--- config.mk ---
export PLATFORM = sky130hd
export DESIGN_NAME = asc_converter_flat
export DESIGN_NICKNAME = d
export VERILOG_FILES = /design/src/asc_pkg.sv /design/src/asc_link_if.sv /design/src/asc_converter.sv /design/src/flat_wrapper.sv
export VERILOG_INCLUDE_DIRS = /design/src /design/src/src
export SDC_FILE = /design/constraint.sdc
export NUM_CORES = 1
export LEC_CHECK = 0
export ABC_AREA = 1
export BUFFER_PORTS_ARGS = -buffer_cell sky130_fd_sc_hd__buf_2
export CORE_ASPECT_RATIO = 0.8
export CORE_MARGIN = 5
export CORE_UTILIZATION = 55
export DETAILED_ROUTE_END_ITERATION = 16
export PLACE_DENSITY = 0.79
export SLEW_MARGIN = 5
export SYNTH_ARGS = -nofsm -noshare
export SYNTH_HDL_FRONTEND = slang
export SYNTH_SLANG_ARGS = --single-unit
--- constraint.sdc ---
create_clock -name aclk -period 5.1 [get_ports aclk]
set_input_delay 0.255 -clock aclk [delete_from_list [all_inputs] [get_ports aclk]]
set_output_delay 0.255 -clock aclk [all_outputs]
set_load 0.01 [all_outputs]
--- src/asc_defs.svh ---
// Constants of the analog input safety checker
// Assumes inclusion by bare name from package and modules
`ifndef ASC_DEFS_SVH
`define ASC_DEFS_SVH
`define ASC_DW        10
`define ASC_QDEPTH    4
`define ASC_PRES_CYC  4'h4
`define ASC_SAMP_CYC  4'h6
`define ASC_CONV_CYC  4'h8
`define ASC_MAX_NS    4'h8
`define ASC_SH_LO     4'hb
`define ASC_SH_HI     4'he
`define ASC_RS_OK     2'h0
`define ASC_RS_BAD    2'h3
`define ASC_OFF_CTRL  8'h00
`define ASC_OFF_CFG   8'h04
`define ASC_OFF_STS   8'h08
`define ASC_OFF_MASK  8'h0c
`define ASC_OFF_EXP   8'h10
`define ASC_OFF_LAST  8'h14
`define ASC_OFF_INFO  8'h18
`define ASC_RST_WORD  32'h0000_0000
`define ASC_RST_STS   8'h00
`define ASC_ST_OPEN   0
`define ASC_ST_SHORT  1
`define ASC_ST_STAT   2
`define ASC_ST_SEQ    3
`define ASC_ST_OVS    4
`define ASC_ST_RED    5
`define ASC_ST_DONE   6
`define ASC_ST_CFG    7
`define ASC_RESP_OK   2'h0
`define ASC_RESP_ERR  2'h2
`endif

--- src/asc_pkg.sv ---
// Types shared by both ends of the safety checker link
// Assumes asc_defs.svh on the include path
`include "asc_defs.svh"
package asc_pkg;
  typedef logic [`ASC_DW-1:0] asc_data_t;
  typedef enum logic [1:0] {
    T_OPEN  = 2'h0,
    T_SHORT = 2'h1,
    T_ACQ   = 2'h2,
    T_DUAL  = 2'h3
  } asc_test_e;
  typedef enum logic [2:0] {
    H_IDLE  = 3'h0,
    H_SETUP = 3'h1,
    H_REQ   = 3'h3,
    H_WAIT  = 3'h2,
    H_POP   = 3'h6,
    H_CHECK = 3'h7,
    H_DONE  = 3'h5
  } asc_hst_e;
  typedef enum logic [2:0] {
    D_IDLE = 3'h0,
    D_PRES = 3'h1,
    D_SAMP = 3'h3,
    D_CONV = 3'h2,
    D_DONE = 3'h6
  } asc_dst_e;
  typedef struct packed {
    logic      adc;
    logic [3:0] chan;
    asc_data_t data;
  } asc_qent_s;
endpackage

--- src/asc_link_if.sv ---
// Link between the checker and the converter control logic
// Assumes both ends run on the same aclk
`timescale 1ns/1ps
interface asc_link_if;
  import asc_pkg::*;
  logic [1:0][15:0] presample_enable_bits;
  logic [1:0]       presample_reference_select;
  logic [1:0]       convert_presampled_select;
  logic             req_valid;
  logic             req_ready;
  logic             req_adc;
  logic [3:0]       req_chan;
  logic             req_trig;
  logic             res_valid;
  logic             res_ok;
  logic [1:0]       res_status;
  asc_data_t        res_data;
  logic             q_sel;
  logic             q_valid;
  logic             q_ready;
  asc_qent_s        q_entry;
  modport host (
    output presample_enable_bits, presample_reference_select,
    output convert_presampled_select, req_valid, req_adc, req_chan,
    output req_trig, q_sel, q_ready,
    input  req_ready, res_valid, res_ok, res_status, res_data,
    input  q_valid, q_entry
  );
  modport converter (
    input  presample_enable_bits, presample_reference_select,
    input  convert_presampled_select, req_valid, req_adc, req_chan,
    input  req_trig, q_sel, q_ready,
    output req_ready, res_valid, res_ok, res_status, res_data,
    output q_valid, q_entry
  );
endinterface

--- src/asc_converter.sv ---
// Converter control logic of two instances with trigger unit queues
// Assumes pad and reference codes are a digitized analog model
`timescale 1ns/1ps
`include "asc_defs.svh"
module asc_converter (
  // Clock and reset
  input  wire logic                             aclk,
  input  wire logic                             aresetn,
  // Checker link
  asc_link_if.converter                         lnk,
  // Analog front end model
  input  wire logic [1:0][15:0][`ASC_DW-1:0]    pad_value,
  input  wire logic [1:0][15:0]                 pad_input_enable,
  input  wire logic [1:0][`ASC_DW-1:0]          high_reference_supply,
  input  wire logic [1:0][`ASC_DW-1:0]          low_reference_supply
);
  import asc_pkg::*;

  logic [1:0][15:0][`ASC_DW-1:0] pad_s1_r, pad_s2_r;
  logic [1:0][15:0]              pen_s1_r, pen_s2_r;
  logic [1:0][`ASC_DW-1:0]       rhi_s1_r, rhi_s2_r, rlo_s1_r, rlo_s2_r;
  asc_dst_e                      st_r;
  logic [3:0]                    cnt_r;
  logic                          adc_r;
  logic [3:0]                    ch_r;
  logic                          trig_r;
  asc_data_t                     cap_r;
  logic                          chan_ok;
  logic                          last;
  logic [3:0]                    lim;
  logic                          accept;
  logic [1:0]                    q_full, q_empty;
  asc_qent_s                     q_head [2];

  // Front end synchronisers
  always_ff @(posedge aclk) begin
    pad_s1_r <= pad_value;
    pad_s2_r <= pad_s1_r;
    pen_s1_r <= pad_input_enable;
    pen_s2_r <= pen_s1_r;
    rhi_s1_r <= high_reference_supply;
    rhi_s2_r <= rhi_s1_r;
    rlo_s1_r <= low_reference_supply;
    rlo_s2_r <= rlo_s1_r;
  end

  assign chan_ok = (ch_r <= `ASC_MAX_NS) ||
                   (ch_r >= `ASC_SH_LO && ch_r <= `ASC_SH_HI);
  assign lim = (st_r == D_PRES) ? `ASC_PRES_CYC :
               (st_r == D_SAMP) ? `ASC_SAMP_CYC : `ASC_CONV_CYC;
  assign last = (cnt_r == lim - 4'h1);
  assign lnk.req_ready = (st_r == D_IDLE) && !q_full[lnk.req_adc];
  assign accept = lnk.req_valid && lnk.req_ready;

  // Conversion phase sequencer
  always_ff @(posedge aclk) begin
    if (!aresetn) begin
      st_r  <= D_IDLE;
      cnt_r <= 4'h0;
    end else begin
      cnt_r <= (st_r == D_IDLE || st_r == D_DONE || last) ? 4'h0
               : cnt_r + 4'h1;
      case (st_r)
        D_IDLE: begin
          if (accept) begin
            st_r <= lnk.presample_enable_bits[lnk.req_adc][lnk.req_chan]
                    ? D_PRES : D_SAMP;
          end
        end
        D_PRES: begin
          if (last) begin
            st_r <= lnk.convert_presampled_select[adc_r] ? D_CONV : D_SAMP;
          end
        end
        D_SAMP: if (last) st_r <= D_CONV;
        D_CONV: if (last) st_r <= D_DONE;
        D_DONE: st_r <= D_IDLE;
        default: st_r <= D_IDLE;
      endcase
    end
  end

  // Request capture and sampling capacitor
  always_ff @(posedge aclk) begin
    if (!aresetn) begin
      adc_r  <= 1'b0;
      ch_r   <= 4'h0;
      trig_r <= 1'b0;
      cap_r  <= '0;
    end else if (accept) begin
      adc_r  <= lnk.req_adc;
      ch_r   <= lnk.req_chan;
      trig_r <= lnk.req_trig;
    end else if (st_r == D_PRES) begin
      cap_r <= lnk.presample_reference_select[adc_r] ? rhi_s2_r[adc_r]
               : rlo_s2_r[adc_r];
    end else if (st_r == D_SAMP && pen_s2_r[adc_r][ch_r] && chan_ok) begin
      cap_r <= pad_s2_r[adc_r][ch_r];
    end
  end

  // Result register
  always_ff @(posedge aclk) begin
    if (!aresetn) begin
      lnk.res_valid  <= 1'b0;
      lnk.res_ok     <= 1'b0;
      lnk.res_status <= `ASC_RS_OK;
      lnk.res_data   <= '0;
    end else begin
      lnk.res_valid <= (st_r == D_CONV) && last;
      if (st_r == D_CONV && last) begin
        lnk.res_ok     <= chan_ok;
        lnk.res_status <= chan_ok ? `ASC_RS_OK : `ASC_RS_BAD;
        lnk.res_data   <= cap_r;
      end
    end
  end

  // Dual trigger unit queue, one per converter
  for (genvar g = 0; g < 2; g++) begin : g_q
    asc_qent_s  mem_r [`ASC_QDEPTH];
    logic [2:0] wp_r, rp_r;
    logic       push, pop;
    assign push = (st_r == D_CONV) && last && trig_r && (adc_r == g);
    assign pop  = lnk.q_ready && (lnk.q_sel == g) && !q_empty[g];
    assign q_full[g]  = (wp_r - rp_r) == 3'h4;
    assign q_empty[g] = (wp_r == rp_r);
    assign q_head[g]  = mem_r[rp_r[1:0]];
    always_ff @(posedge aclk) begin
      if (!aresetn) begin
        wp_r <= 3'h0;
        rp_r <= 3'h0;
      end else begin
        if (push) wp_r <= wp_r + 3'h1;
        if (pop) rp_r <= rp_r + 3'h1;
      end
    end
    always_ff @(posedge aclk) begin
      if (push) mem_r[wp_r[1:0]] <= '{adc: adc_r, chan: ch_r, data: cap_r};
    end
  end

  assign lnk.q_valid = !q_empty[lnk.q_sel];
  assign lnk.q_entry = q_head[lnk.q_sel];
endmodule

--- src/flat_wrapper.sv ---
// flat-port wrapper written by rule: the top's interface ports become plain ports
module asc_converter_flat import asc_pkg::*;
  (aclk, aresetn, pad_value, pad_input_enable, high_reference_supply, low_reference_supply, lnk_presample_enable_bits, lnk_presample_reference_select, lnk_convert_presampled_select, lnk_req_valid, lnk_req_adc, lnk_req_chan, lnk_req_trig, lnk_q_sel, lnk_q_ready, lnk_req_ready, lnk_res_valid, lnk_res_ok, lnk_res_status, lnk_res_data, lnk_q_valid, lnk_q_entry);
  asc_link_if lnk_i ();
  input  wire logic aclk;
  input  wire logic aresetn;
  input  wire logic [1:0][15:0][`ASC_DW-1:0] pad_value;
  input  wire logic [1:0][15:0] pad_input_enable;
  input  wire logic [1:0][`ASC_DW-1:0] high_reference_supply;
  input  wire logic [1:0][`ASC_DW-1:0] low_reference_supply;
  input wire logic [$bits(lnk_i.presample_enable_bits)-1:0] lnk_presample_enable_bits;
  input wire logic [$bits(lnk_i.presample_reference_select)-1:0] lnk_presample_reference_select;
  input wire logic [$bits(lnk_i.convert_presampled_select)-1:0] lnk_convert_presampled_select;
  input wire logic [$bits(lnk_i.req_valid)-1:0] lnk_req_valid;
  input wire logic [$bits(lnk_i.req_adc)-1:0] lnk_req_adc;
  input wire logic [$bits(lnk_i.req_chan)-1:0] lnk_req_chan;
  input wire logic [$bits(lnk_i.req_trig)-1:0] lnk_req_trig;
  input wire logic [$bits(lnk_i.q_sel)-1:0] lnk_q_sel;
  input wire logic [$bits(lnk_i.q_ready)-1:0] lnk_q_ready;
  output wire logic [$bits(lnk_i.req_ready)-1:0] lnk_req_ready;
  output wire logic [$bits(lnk_i.res_valid)-1:0] lnk_res_valid;
  output wire logic [$bits(lnk_i.res_ok)-1:0] lnk_res_ok;
  output wire logic [$bits(lnk_i.res_status)-1:0] lnk_res_status;
  output wire logic [$bits(lnk_i.res_data)-1:0] lnk_res_data;
  output wire logic [$bits(lnk_i.q_valid)-1:0] lnk_q_valid;
  output wire logic [$bits(lnk_i.q_entry)-1:0] lnk_q_entry;
  assign lnk_i.presample_enable_bits = lnk_presample_enable_bits;
  assign lnk_i.presample_reference_select = lnk_presample_reference_select;
  assign lnk_i.convert_presampled_select = lnk_convert_presampled_select;
  assign lnk_i.req_valid = lnk_req_valid;
  assign lnk_i.req_adc = lnk_req_adc;
  assign lnk_i.req_chan = lnk_req_chan;
  assign lnk_i.req_trig = lnk_req_trig;
  assign lnk_i.q_sel = lnk_q_sel;
  assign lnk_i.q_ready = lnk_q_ready;
  assign lnk_req_ready = lnk_i.req_ready;
  assign lnk_res_valid = lnk_i.res_valid;
  assign lnk_res_ok = lnk_i.res_ok;
  assign lnk_res_status = lnk_i.res_status;
  assign lnk_res_data = lnk_i.res_data;
  assign lnk_q_valid = lnk_i.q_valid;
  assign lnk_q_entry = lnk_i.q_entry;
  asc_converter u_core (.aclk(aclk), .aresetn(aresetn), .lnk(lnk_i), .pad_value(pad_value), .pad_input_enable(pad_input_enable), .high_reference_supply(high_reference_supply), .low_reference_supply(low_reference_supply));
endmodule
==> results_dict.tcl <==
set metrics [dict create \
    totalWireLength_um 91500 \
    syn-num-nets 2872 \
    leakage_nw 16.0 \
    path_max_fanout 31 \
    synth-edff-count 120 \
    grt_pass1_wl_um 135000 \
    tightest_slew_ps 1220 \
    via_count 21400 \
    fin_tns_setup_ps 0 \
    ant_nets 0 \
    swShare_pct 28.0 \
    track_usage_pct 33.1 \
    netlist_instances 2416 \
    fin_crit_sh_pct 68.9 \
    finish.utilization_pct 75.3 \
    slowest_stage "dfxtp_1" \
    maxSlewHeadroom_pct 18.1 \
    rsz0062_at_grt "no" \
    combPwrFrac_pct 14.0 \
    ys_ff_latch 956 \
    portBuffers 469 \
    die_w_um 258 \
    yosys.area.top_type "dfxtp_1" \
    postCtsHoldBufs 394 \
    clkLatencyLatePin_ps 640 \
    worstPathBufferInverterCount 2 \
    cts_inserted_buffers 82 \
    first_iter_violations 2247 \
    setup_viol 0 \
    nets 3720 \
    startpoint_type "flip-flop" \
    place_congestion 0.905 \
    hold_viol_final 0 \
    r2r-start "u_core.st_r[1]" \
    yosys_warnings 0 \
    end_kind "output pin" \
    vias_per_cell 5.37 \
    critical_path_required_ps 4850 \
    status "complete, no violations" \
    synth_top_area_share_pct 62.0 \
    die_h_um 208 \
    ys_async_sr_fraction_pct 0 \
    htreeDepth 3 \
    fin_worst_skew_ps 21.7 \
    path_cells "inv_1 -> o21ai_0 -> a31oi_1 -> buf_2" \
    fin_crit_ps 3520 \
    rows 72 \
    finalMaxSlewViolations 0 \
    ctsResizeCount 0 \
    path_clk_slew_ps 60 \
    root_buffer "clkbuf_16" \
    mappedNetlistArea_mm2 0.0270 \
    ir_drop_mv 0.341 \
    synthToLayoutAreaGrowth_pct 35.2 \
    cp.arrival_ps 3260 \
    hp-start "lnk_req_chan[2]" \
    fin_area_mm2 0.0365 \
    synthFlopType "dfxtp_1" \
    antenna_found_initial 19 \
    post-cts-setup-buffers 0 \
    overflow 0 \
    clock_path_buffers 3 \
    cts_tree "built" \
    grt_pass1_vias 22600 \
    critical_path.top_delay_family "flip-flops" \
    initial_core_util_pct 55.7 \
    placeableCoreArea_mm2 0.0485 \
    p_sw_mw 4.88 \
    dieArea_mm2 0.0536 \
    grt_max_degree 94 \
    max_stage_delay_ps 1060 \
    clkSinkCount 956 \
    wl_per_cell_um 23.0 \
    place_area_mm2 0.0297 \
    powerDensity_mw_per_mm2 479 \
    drc_errors 0 \
    pin_count 470 \
    place_hpwl_um 50000 \
    cap_viol_max_count 0 \
    finalPower_mw 17.5 \
    drt_first_pass_iters 8 \
    fmax_mhz 284 \
    seq_power_share_pct 48.6 \
    p_int_mw 12.6 \
    worst-setup-path-type "flip-flop to output pin" \
    yosysSeqAreaShare_pct 75.4 \
    drive_above_1_share_pct 19.5 \
    ys_types 38 \
    hold_class "primary input to flip-flop" \
    synthTopCellsByArea "dfxtp_1 (62%), edfxtp_1 (13%), nor2_1 (5.6%), nand2_1 (4.3%), o21ai_0 (3.9%)" \
    p_clk_share_pct 37.5 \
    avgSynthCellArea_um2 11.2 \
]
==> state kept, by name, indices dropped and copies added (netlist names), 3 cells and up, named ones only <==
| signal | cells |
|---|---|
| u_core.pad_s1_r | 320 |
| u_core.pen_s2_r | 32 |
| u_core.g_q.wp_r | 6 |
| u_core.ch_r | 4 |
| u_core.rlo_s2_r | 20 |
| u_core.rhi_s1_r | 20 |
| u_core.pen_s1_r | 32 |
| u_core.rhi_s2_r | 20 |
| u_core.g_q.mem_r | 120 |
| u_core.g_q.rp_r | 6 |
| u_core.rlo_s1_r | 20 |
| u_core.cap_r | 10 |
| u_core.cnt_r | 4 |
| u_core.pad_s2_r | 320 |
| u_core.lnk.res_data | 10 |
| u_core.st_r | 3 |
==> cell usage in the layout (no fill, tap or decap), types with 3 or more instances in the layout <==
cell,netlist,final
dfxtp_1,836,834
o21ai_1,22,22
and3_1,3,3
clkinv_2,1,12
diode_2,0,19
nor2_2,4,4
bufinv_16,0,5
clkbuf_16,0,84
buf_4,7,9
ha_1,15,15
a31oi_1,15,15
or2_2,6,6
o21ai_0,211,211
nand2_2,5,5
edfxtp_1,120,120
dlygate4sd3_1,0,394
clkbuf_1,43,11
inv_16,0,5
nand4_1,12,12
nand2_1,310,310
o32ai_1,15,15
o211ai_1,3,3
clkbuf_8,0,20
xnor2_1,3,3
nor2_4,4,5
clkinvlp_4,0,4
nor2_1,401,400
inv_6,0,5
a21oi_1,59,59
inv_2,9,7
nand3_1,124,124
buf_2,47,469
o22ai_1,19,19
nor3_2,3,3
clkinv_1,2,6
inv_1,97,97
==> worst reg2reg max path, stage by stage (launching register included) <==
cell     delay (ps)
dfxtp_1         330
nor2_2          160
nand2_2         310
inv_2           320
or2_1           140
nand3_1          70
nor2_2          190
nand2_4         140
nor2_4          150
nand2_2         120
nor2_1          970
==> layer usage <==
metal	vias to the layer above	wire, um	GRT usage, %
li1	9557	-	-
met1	10100	32700	38.2
met2	1328	44800	56.1
met3	405	7050	7.03
met4	2	6920	21.2
met5	-	8	0
==> power groups by stage <==
stage | registers, mW | logic, mW | clock network [mW]
final | 8.48 | 2.44 | 6.54
after global routing | 8.51 | 2.64 | 6.92
after CTS | 8.44 | 2.31 | 6.46
after detailed placement | 8.61 | 2.06 | 0
after global placement | 8.59 | 2.03 | 0
after floorplan | 8.41 | 1.35 | 0
==> final timing paths <==
check                                                   to  slack (ps)  cells past startpoint
worst max register to register  u_core.g_q[1].mem_r[0][10]        1820                     10
worst max-delay path                       lnk_q_entry[11]        1580                      4
worst min-delay path                        u_core.ch_r[2]          60                      3
worst min register to register         u_core.pen_s2_r[19]         320                      0
==> cells by family after synthesis <==
group           after synthesis  share of synthesized area [%]
buf+inv                     217                           3.53
xor+xnor                      4                          0.130
compound gates              345                           6.80
simple gates                877                           13.3
fa+ha+maj                    17                          0.844
flops                       956                           75.4
==> Yosys cell counts (2+ instances only) <==
master / number
a21oi_1: 59
a31oi_1: 15
and3_1: 3
buf_1: 4
buf_2: 47
buf_4: 7
buf_6: 7
clkbuf_1: 43
clkinv_1: 2
dfxtp_1: 836
edfxtp_1: 120
fa_1: 2
ha_1: 15
inv_1: 97
inv_2: 9
nand2_1: 310
nand2_2: 5
nand3_1: 124
nand4_1: 12
nor2_1: 401
nor2_2: 4
nor2_4: 4
nor3_2: 3
o211ai_1: 3
o21ai_0: 211
o21ai_1: 22
o22ai_1: 19
o32ai_1: 15
or2_2: 6
xnor2_1: 3
==> final cells by class <==
class	instances	area (um^2)
antenna	19	47.5
clock buffer	116	2420
clock inverter	34	400
fill	2902	12000
inverter	109	417
multi-input combinational	1243	5700
sequential	956	20300
tap	629	787
timing repair buffer	872	6360
==> metrics by stage <==
step,instances,hold slack [ps],setup WS (ps)
after floorplan,2416,283,2710
final,3978,64.8,1580
after detailed placement,3415,312,1830
after global placement,3415,310,1960
after global routing,3977,33.9,1340
after CTS,3959,14.8,1590
Power figures use the tool's default switching activity.
